`src/pkg/lmm_pkg.sv`:
```
// Shared constants and types for the literal, move and multiply execute block.
package lmm_pkg;

  // ****************************************************************
  // Opcode patterns
  // ****************************************************************
  localparam logic [7:0] OPC_LOAD_BANK = 8'h01;
  localparam logic [7:0] OPC_LOAD_ACC = 8'h0E;
  localparam logic [7:0] OPC_MULTIPLY = 8'h0D;
  localparam logic [6:0] OPC_STORE = 7'h37;

  // ****************************************************************
  // Instruction word fields
  // ****************************************************************
  localparam int OPC_HI = 15;
  localparam int OPC_LO = 8;
  localparam int STORE_OPC_LO = 9;
  localparam int ACCESS_BIT = 8;
  localparam int OPERAND_HI = 7;
  localparam int OPERAND_LO = 0;
  localparam int NIBBLE_HI = 3;
  localparam int INSTR_W = 16;

  // ****************************************************************
  // Data memory addressing
  // ****************************************************************
  localparam logic [7:0] INDEXED_MAX = 8'h5F;
  localparam logic [7:0] ACCESS_SPLIT = 8'h60;
  localparam logic [3:0] ACCESS_LOW_BANK = 4'h0;
  localparam logic [3:0] ACCESS_HIGH_BANK = 4'hF;
  localparam logic [3:0] BANK_UPPER_ZERO = 4'h0;

  // ****************************************************************
  // Reset values
  // ****************************************************************
  localparam logic [7:0] BANK_RESET = 8'h00;
  localparam logic [7:0] ACC_RESET = 8'h00;
  localparam logic [7:0] PROD_RESET = 8'h00;
  localparam logic [15:0] WORD_RESET = 16'h0000;

  // ****************************************************************
  // Types
  // ****************************************************************
  typedef enum logic [1:0] {
    PH_Q1,
    PH_Q2,
    PH_Q3,
    PH_Q4
  } lmm_phase_e;

  typedef enum logic [2:0] {
    OP_NONE,
    OP_LOAD_BANK,
    OP_LOAD_ACC,
    OP_STORE,
    OP_MULTIPLY
  } lmm_op_e;

  typedef struct packed {
    logic wr_en;
    logic indexed;
    logic [11:0] addr;
    logic [7:0] data;
  } lmm_mem_req_s;

  localparam lmm_mem_req_s MEM_REQ_IDLE = '{wr_en: 1'b0, indexed: 1'b0, addr: 12'h000,
                                            data: 8'h00};

endpackage

```
`src/logic/lmm_exec.sv`:
```
// Execute logic for bank load, accumulator load, accumulator store and literal multiply.
module lmm_exec #(
  parameter int ADDR_W = 12
) (
  input wire logic ref_clk, // Core clock, one phase per cycle.
  input wire logic rst_n, // Asynchronous reset, active low.
  input wire logic [15:0] instr_word, // Fetched instruction, sampled in Q1.
  input wire logic instr_valid, // Instruction word is valid in Q1.
  input wire logic ext_set_en, // Extended instruction set enabled.
  output logic [1:0] phase, // Current phase, 0 is Q1.
  output logic [7:0] acc, // Accumulator.
  output logic [7:0] bank_select_reg, // Bank select register.
  output logic [7:0] product_high, // Product high byte.
  output logic [7:0] product_low, // Product low byte.
  output lmm_pkg::lmm_mem_req_s mem_req, // Data memory write request, valid in Q4.
  output logic instr_done // Pulse in the Q1 after a recognised instruction.
);

  // ****************************************************************
  // Elaboration checks
  // ****************************************************************
  if (ADDR_W != 12) begin : g_bad_addr
    $error("lmm_exec: ADDR_W must be 12");
  end

  // ****************************************************************
  // Reset release
  // ****************************************************************
  logic rst_meta_reg;
  logic rst_sync_reg;

  always_ff @(posedge ref_clk or negedge rst_n) begin
    if (!rst_n) begin
      rst_meta_reg <= 1'b0;
      rst_sync_reg <= 1'b0;
    end else begin
      rst_meta_reg <= 1'b1;
      rst_sync_reg <= rst_meta_reg;
    end
  end

  // ****************************************************************
  // Phase sequencer
  // ****************************************************************
  lmm_pkg::lmm_phase_e phase_reg;

  always_ff @(posedge ref_clk or negedge rst_sync_reg) begin
    if (!rst_sync_reg) begin
      phase_reg <= lmm_pkg::PH_Q1;
    end else begin
      unique case (phase_reg)
        lmm_pkg::PH_Q1: phase_reg <= lmm_pkg::PH_Q2;
        lmm_pkg::PH_Q2: phase_reg <= lmm_pkg::PH_Q3;
        lmm_pkg::PH_Q3: phase_reg <= lmm_pkg::PH_Q4;
        lmm_pkg::PH_Q4: phase_reg <= lmm_pkg::PH_Q1;
      endcase
    end
  end

  assign phase = phase_reg;

  // ****************************************************************
  // Decode in Q1
  // ****************************************************************
  lmm_pkg::lmm_op_e op_reg;
  lmm_pkg::lmm_op_e op_next;
  logic [15:0] ir_reg;

  always_comb begin
    op_next = lmm_pkg::OP_NONE;
    if (instr_valid) begin
      unique case (instr_word[lmm_pkg::OPC_HI:lmm_pkg::OPC_LO])
        lmm_pkg::OPC_LOAD_BANK: op_next = lmm_pkg::OP_LOAD_BANK;
        lmm_pkg::OPC_LOAD_ACC: op_next = lmm_pkg::OP_LOAD_ACC;
        lmm_pkg::OPC_MULTIPLY: op_next = lmm_pkg::OP_MULTIPLY;
        default: begin
          if (instr_word[lmm_pkg::OPC_HI:lmm_pkg::STORE_OPC_LO] == lmm_pkg::OPC_STORE) begin
            op_next = lmm_pkg::OP_STORE;
          end
        end
      endcase
    end
  end

  // Opcode and word are held for the whole cycle so later phases see a stable operand.
  always_ff @(posedge ref_clk or negedge rst_sync_reg) begin
    if (!rst_sync_reg) begin
      op_reg <= lmm_pkg::OP_NONE;
      ir_reg <= lmm_pkg::WORD_RESET;
    end else if (phase_reg == lmm_pkg::PH_Q1) begin
      op_reg <= op_next;
      ir_reg <= instr_word;
    end
  end

  // ****************************************************************
  // Operand read in Q2
  // ****************************************************************
  logic [7:0] acc_reg;
  logic [7:0] lit_reg;
  logic [7:0] store_data_reg;

  always_ff @(posedge ref_clk or negedge rst_sync_reg) begin
    if (!rst_sync_reg) begin
      lit_reg <= lmm_pkg::ACC_RESET;
      store_data_reg <= lmm_pkg::ACC_RESET;
    end else if (phase_reg == lmm_pkg::PH_Q2) begin
      lit_reg <= ir_reg[lmm_pkg::OPERAND_HI:lmm_pkg::OPERAND_LO];
      store_data_reg <= acc_reg;
    end
  end

  // ****************************************************************
  // Compute in Q3
  // ****************************************************************
  logic [15:0] prod_calc_reg;
  lmm_pkg::lmm_mem_req_s mem_req_next;
  lmm_pkg::lmm_mem_req_s mem_req_reg;
  logic [7:0] file_addr;
  logic access_sel;

  assign file_addr = ir_reg[lmm_pkg::OPERAND_HI:lmm_pkg::OPERAND_LO];
  assign access_sel = ir_reg[lmm_pkg::ACCESS_BIT];

  // The indexed case hands out only the literal offset; the pointer add lives elsewhere.
  always_comb begin
    mem_req_next = lmm_pkg::MEM_REQ_IDLE;
    mem_req_next.data = store_data_reg;
    if (access_sel) begin
      mem_req_next.addr = {bank_select_reg[lmm_pkg::NIBBLE_HI:0], file_addr};
    end else if (ext_set_en && file_addr <= lmm_pkg::INDEXED_MAX) begin
      mem_req_next.indexed = 1'b1;
      mem_req_next.addr = {lmm_pkg::ACCESS_LOW_BANK, file_addr};
    end else if (file_addr < lmm_pkg::ACCESS_SPLIT) begin
      mem_req_next.addr = {lmm_pkg::ACCESS_LOW_BANK, file_addr};
    end else begin
      mem_req_next.addr = {lmm_pkg::ACCESS_HIGH_BANK, file_addr};
    end
    mem_req_next.wr_en = (op_reg == lmm_pkg::OP_STORE);
  end

  always_ff @(posedge ref_clk or negedge rst_sync_reg) begin
    if (!rst_sync_reg) begin
      prod_calc_reg <= {lmm_pkg::PROD_RESET, lmm_pkg::PROD_RESET};
    end else if (phase_reg == lmm_pkg::PH_Q3 && op_reg == lmm_pkg::OP_MULTIPLY) begin
      prod_calc_reg <= 16'(acc_reg) * 16'(lit_reg);
    end
  end

  // The write request is raised at the end of Q3 so memory sees it for all of Q4.
  always_ff @(posedge ref_clk or negedge rst_sync_reg) begin
    if (!rst_sync_reg) begin
      mem_req_reg <= lmm_pkg::MEM_REQ_IDLE;
    end else if (phase_reg == lmm_pkg::PH_Q3) begin
      mem_req_reg <= mem_req_next;
    end else begin
      mem_req_reg.wr_en <= 1'b0;
    end
  end

  assign mem_req = mem_req_reg;

  // ****************************************************************
  // Write-back in Q4
  // ****************************************************************
  logic [7:0] bank_reg;
  logic [7:0] prod_high_reg;
  logic [7:0] prod_low_reg;
  logic done_reg;

  // No status flag output exists: none of these instructions may touch the flags.
  always_ff @(posedge ref_clk or negedge rst_sync_reg) begin
    if (!rst_sync_reg) begin
      bank_reg <= lmm_pkg::BANK_RESET;
    end else if (phase_reg == lmm_pkg::PH_Q4 && op_reg == lmm_pkg::OP_LOAD_BANK) begin
      bank_reg <= {lmm_pkg::BANK_UPPER_ZERO, lit_reg[lmm_pkg::NIBBLE_HI:0]};
    end
  end

  always_ff @(posedge ref_clk or negedge rst_sync_reg) begin
    if (!rst_sync_reg) begin
      acc_reg <= lmm_pkg::ACC_RESET;
    end else if (phase_reg == lmm_pkg::PH_Q4 && op_reg == lmm_pkg::OP_LOAD_ACC) begin
      acc_reg <= lit_reg;
    end
  end

  always_ff @(posedge ref_clk or negedge rst_sync_reg) begin
    if (!rst_sync_reg) begin
      prod_high_reg <= lmm_pkg::PROD_RESET;
      prod_low_reg <= lmm_pkg::PROD_RESET;
    end else if (phase_reg == lmm_pkg::PH_Q4 && op_reg == lmm_pkg::OP_MULTIPLY) begin
      prod_high_reg <= prod_calc_reg[15:8];
      prod_low_reg <= prod_calc_reg[7:0];
    end
  end

  always_ff @(posedge ref_clk or negedge rst_sync_reg) begin
    if (!rst_sync_reg) begin
      done_reg <= 1'b0;
    end else begin
      done_reg <= (phase_reg == lmm_pkg::PH_Q4) && (op_reg != lmm_pkg::OP_NONE);
    end
  end

  assign acc = acc_reg;
  assign bank_select_reg = bank_reg;
  assign product_high = prod_high_reg;
  assign product_low = prod_low_reg;
  assign instr_done = done_reg;
endmodule

```
`config.mk`:
```
export PLATFORM = sky130hd
export DESIGN_NAME = lmm_exec
export DESIGN_NICKNAME = d
export VERILOG_FILES = /design/src/pkg/lmm_pkg.sv /design/src/logic/lmm_exec.sv
export SDC_FILE = /design/constraint.sdc
export NUM_CORES = 1
export LEC_CHECK = 0
export BUFFER_PORTS_ARGS = -buffer_cell sky130_fd_sc_hd__buf_2
export CAP_MARGIN = 20
export CORE_AREA = 3 3 114 116
export DETAILED_ROUTE_END_ITERATION = 10
export DIE_AREA = 0 0 117 119
export PLACE_DENSITY = 0.69
export SYNTH_ARGS = -nofsm -noshare
export SYNTH_HDL_FRONTEND = slang
export SYNTH_SLANG_ARGS = --single-unit
```
`constraint.sdc`:
```
create_clock -name ref_clk -period 4.2 [get_ports ref_clk]
set_input_delay 0.42 -clock ref_clk [delete_from_list [all_inputs] [get_ports ref_clk]]
set_output_delay 0.42 -clock ref_clk [all_outputs]
set_load 0.03 [all_outputs]
```
==> results.md <==
* Syn Inst Count at 525
* Worst Path Required at 4.40 ns
* FF+latch area at 0.00249 mm2
* Post-Syn Area at 0.00596 mm2
* HPWL after DPL at 8.96 mm
* Area leader, netlist: dfrtp_1
* Synth Area per Inst at 11.4 um2
* Most used DFF post-synth: dfrtp_1
* Tcrit/Tclk final at 97.5%
* Critical path peak fanout at 6
* Antenna violations before repair at 0
* Row Count at 40
* Max-Cap Viols at 0
* Slew @ Worst Pin at 1.01 ns
* DR vias/cell at 5.18
* Clock Skews at 0.00919 ns
* Post-synth top cells: dfrtp_1 (99), mux2_2 (72), inv_1 (62)
* Leakage at 0.00367 uW
* Final #Nets at 712
* CTS H-tree lvls at 3
* CP Launch Type: flip-flop
* Post-Route Utilization at 58.2%
* Max reg flops at 22
* CTS tree: done
* Largest net degree at the start of global routing at 64
* Yosys cell types at 40
* Most area-consuming cells after synthesis: dfrtp_1 (42%), mux2_2 (14%), fa_1 (12%)
* CP Launch Point: lit_reg[3]
* Final setup fails at 0
* Fin. Hold Viols at 0
* Die area at 0.0139 mm2
* Most common cell in the netlist: dfrtp_1
* Clock transition at the registers of the reported paths at 0.07 ns
* Ys async rst share at 100%
* Pwr Total at 2000 uW
* Fmax at 0.244 GHz
* Power density of the placed cells at 286 mW/mm2
* Die Ht at 119 um
* YS warnings at 0
* Fillers at 1029
* Hold Path Origin: instr_word[0]
* Die W at 117 um
* Via count at 3973
* Critical Setup Path Class: flip-flop to flip-flop
* RSZ-0062 raised after global routing: true
* Overall Global Routing Usage at 17.7%
* ANT nets after route at 0
* Initial DRC count at 183
* Number of CTS-inserted buffers at 9
* Post-Route WL at 11.8 mm
* Clock Latency Late Sink at 0.36 ns
* Starting Density at 49.7%
* Worst r2r src: lit_reg[3]
* Longest Clk Path Bufs at 2
* Worst Hold Class: input port to flip-flop
* Diodes inserted at 0
* Hold_ws at 0.295 ns
* Multi-input logic area at 0.00320 mm2
* Max Slew Vio Count at 0
* Yosys top cell area share at 41.5%
* Worst rel slew slack at 32.5%
* First-pass GRT wire length at 19.3 mm
* Num ports at 77
* Layout area overhead at 17.2%
* Sequential-to-total area share from yosys stat at 41.5%
* Core Region at 0.0120 mm2
* Root buffer cell: clkbuf_16
* DRC Markers at 0
* Post-synth EDFFs at 0
* Post-layout min period at 4.09 ns
* First-pass iteration count of the detailed router at 4
* Avg WL per Cell at 15.3 um
* Share of layout cells above drive strength 1 at 35.2%
* Crit. End Element: flip-flop
* Flop and latch count out of synthesis at 99
* # clock sinks at 99
* I/O Buffers at 72
* Critical path data arrival time at 4.29 ns
* Max VDD drop at 0.000301 V
* Vias in the first global route at 4041
* Status: complete, no violations
* Grt total ovfl at 0
* RePlAce Congestion at 0.893
==> final cells by class <==
cell class                 count  share of cell area, %
clock inverter                 6                  0.734
tap                          147                   2.63
clock buffer                  10                   3.42
multi-input combinational    340                   45.8
inverter                      62                   3.33
sequential                    99                   35.6
timing repair buffer         103                   8.48
==> logic make-up after synthesis <==
kind of cell	Yosys count	share of synthesized area, %
AND/OR/NAND/NOR	121	10.4
AO/OA/AOI/OAI	53	5.48
other	2	0.126
buffers and inverters	89	6.36
XOR/XNOR	11	1.62
adder cells (fa/ha/maj)	77	20.7
flip-flops	99	41.5
multiplexers	73	13.8
==> per-stage QoR <==
| stage | setup slack, ns | instance area, um2 | cells | TNS (ns) |
|---|---|---|---|---|
| CTS | 0.00251 | 6810 | 754 | 0 |
| floorplan | 0.0190 | 5980 | 528 | 0 |
| detailed placement | -0.0131 | 6510 | 737 | -0.0142 |
| global route | -0.0795 | 6990 | 767 | -0.273 |
| finish | 0.106 | 6990 | 767 | 0 |
| global placement | 0.0851 | 6510 | 737 | 0 |
==> repair_timing <==
item,CTS,global route
hold buffers,1,0
gates resized for setup,3,22
endpoints found under the setup margin,3,8
pin swaps,1,14
setup buffers,0,13
hold endpoints to repair,2,0
==> final timing paths <==
check | endpoint | slack, ns | depth (start not counted)
min in group asynchronous | rst_sync_reg | 0.37 | 2
min reg2reg | rst_sync_reg | 0.36 | 0
max in group asynchronous | acc[1] | 2.82 | 1
max reg2reg | prod_calc_reg[14] | 0.11 | 14
max | prod_calc_reg[14] | 0.11 | 14
min | ir_reg[0] | 0.29 | 2
==> routing by layer <==
layer | track usage, % | share of wire, % | vias to the layer above | wire, um
li1 | - | - | 1890 | -
met1 | 22.7 | 44 | 1983 | 5180
met2 | 28.2 | 49 | 78 | 5790
met3 | 5.54 | 4.9 | 22 | 572
met4 | 6.02 | 1.9 | 0 | 220
met5 | 0 | 0 | - | 0
==> worst max-delay path, cell delays in order (launching register included) <==
cell      delay, ns
dfrtp_2        0.46
and2_1         0.17
fa_1           0.48
fa_1           0.51
fa_1           0.55
inv_1          0.05
fa_1           0.52
inv_1          0.04
ha_1           0.30
buf_4          0.13
nand2_1        0.07
a21boi_0       0.25
a31oi_1        0.14
xor2_1         0.17
o21ai_1        0.07
==> where the power goes <==
part / switching, uW / internal [uW] / total, uW / leakage, uW
registers: 34.2 / 979 / 1010 / 0.00130
logic: 119 / 84.7 / 203 / 0.00223
clock network: 363 / 423 / 786 / 0.000142
total: 516 / 1490 / 2000 / 0.00367
==> cells in the final DEF (no fill, tap or decap), types with 3 or more instances in the layout <==
cell type	n
conb_1	5
xor2_1	8
dfrtp_2	9
a21o_1	3
buf_2	72
a21oi_2	6
xnor2_1	3
ha_4	3
a31oi_1	3
buf_4	29
and2_1	42
a21oi_1	6
nand4_1	3
o211ai_1	3
dfrtp_1	89
clkbuf_16	9
mux2_2	72
nor2_1	5
fa_1	35
inv_1	62
o21ai_0	18
nand3_1	8
ha_1	38
nand2b_1	5
nand2_1	44
nor3_1	5
No activity file was read; power rests on OpenSTA's default activity.
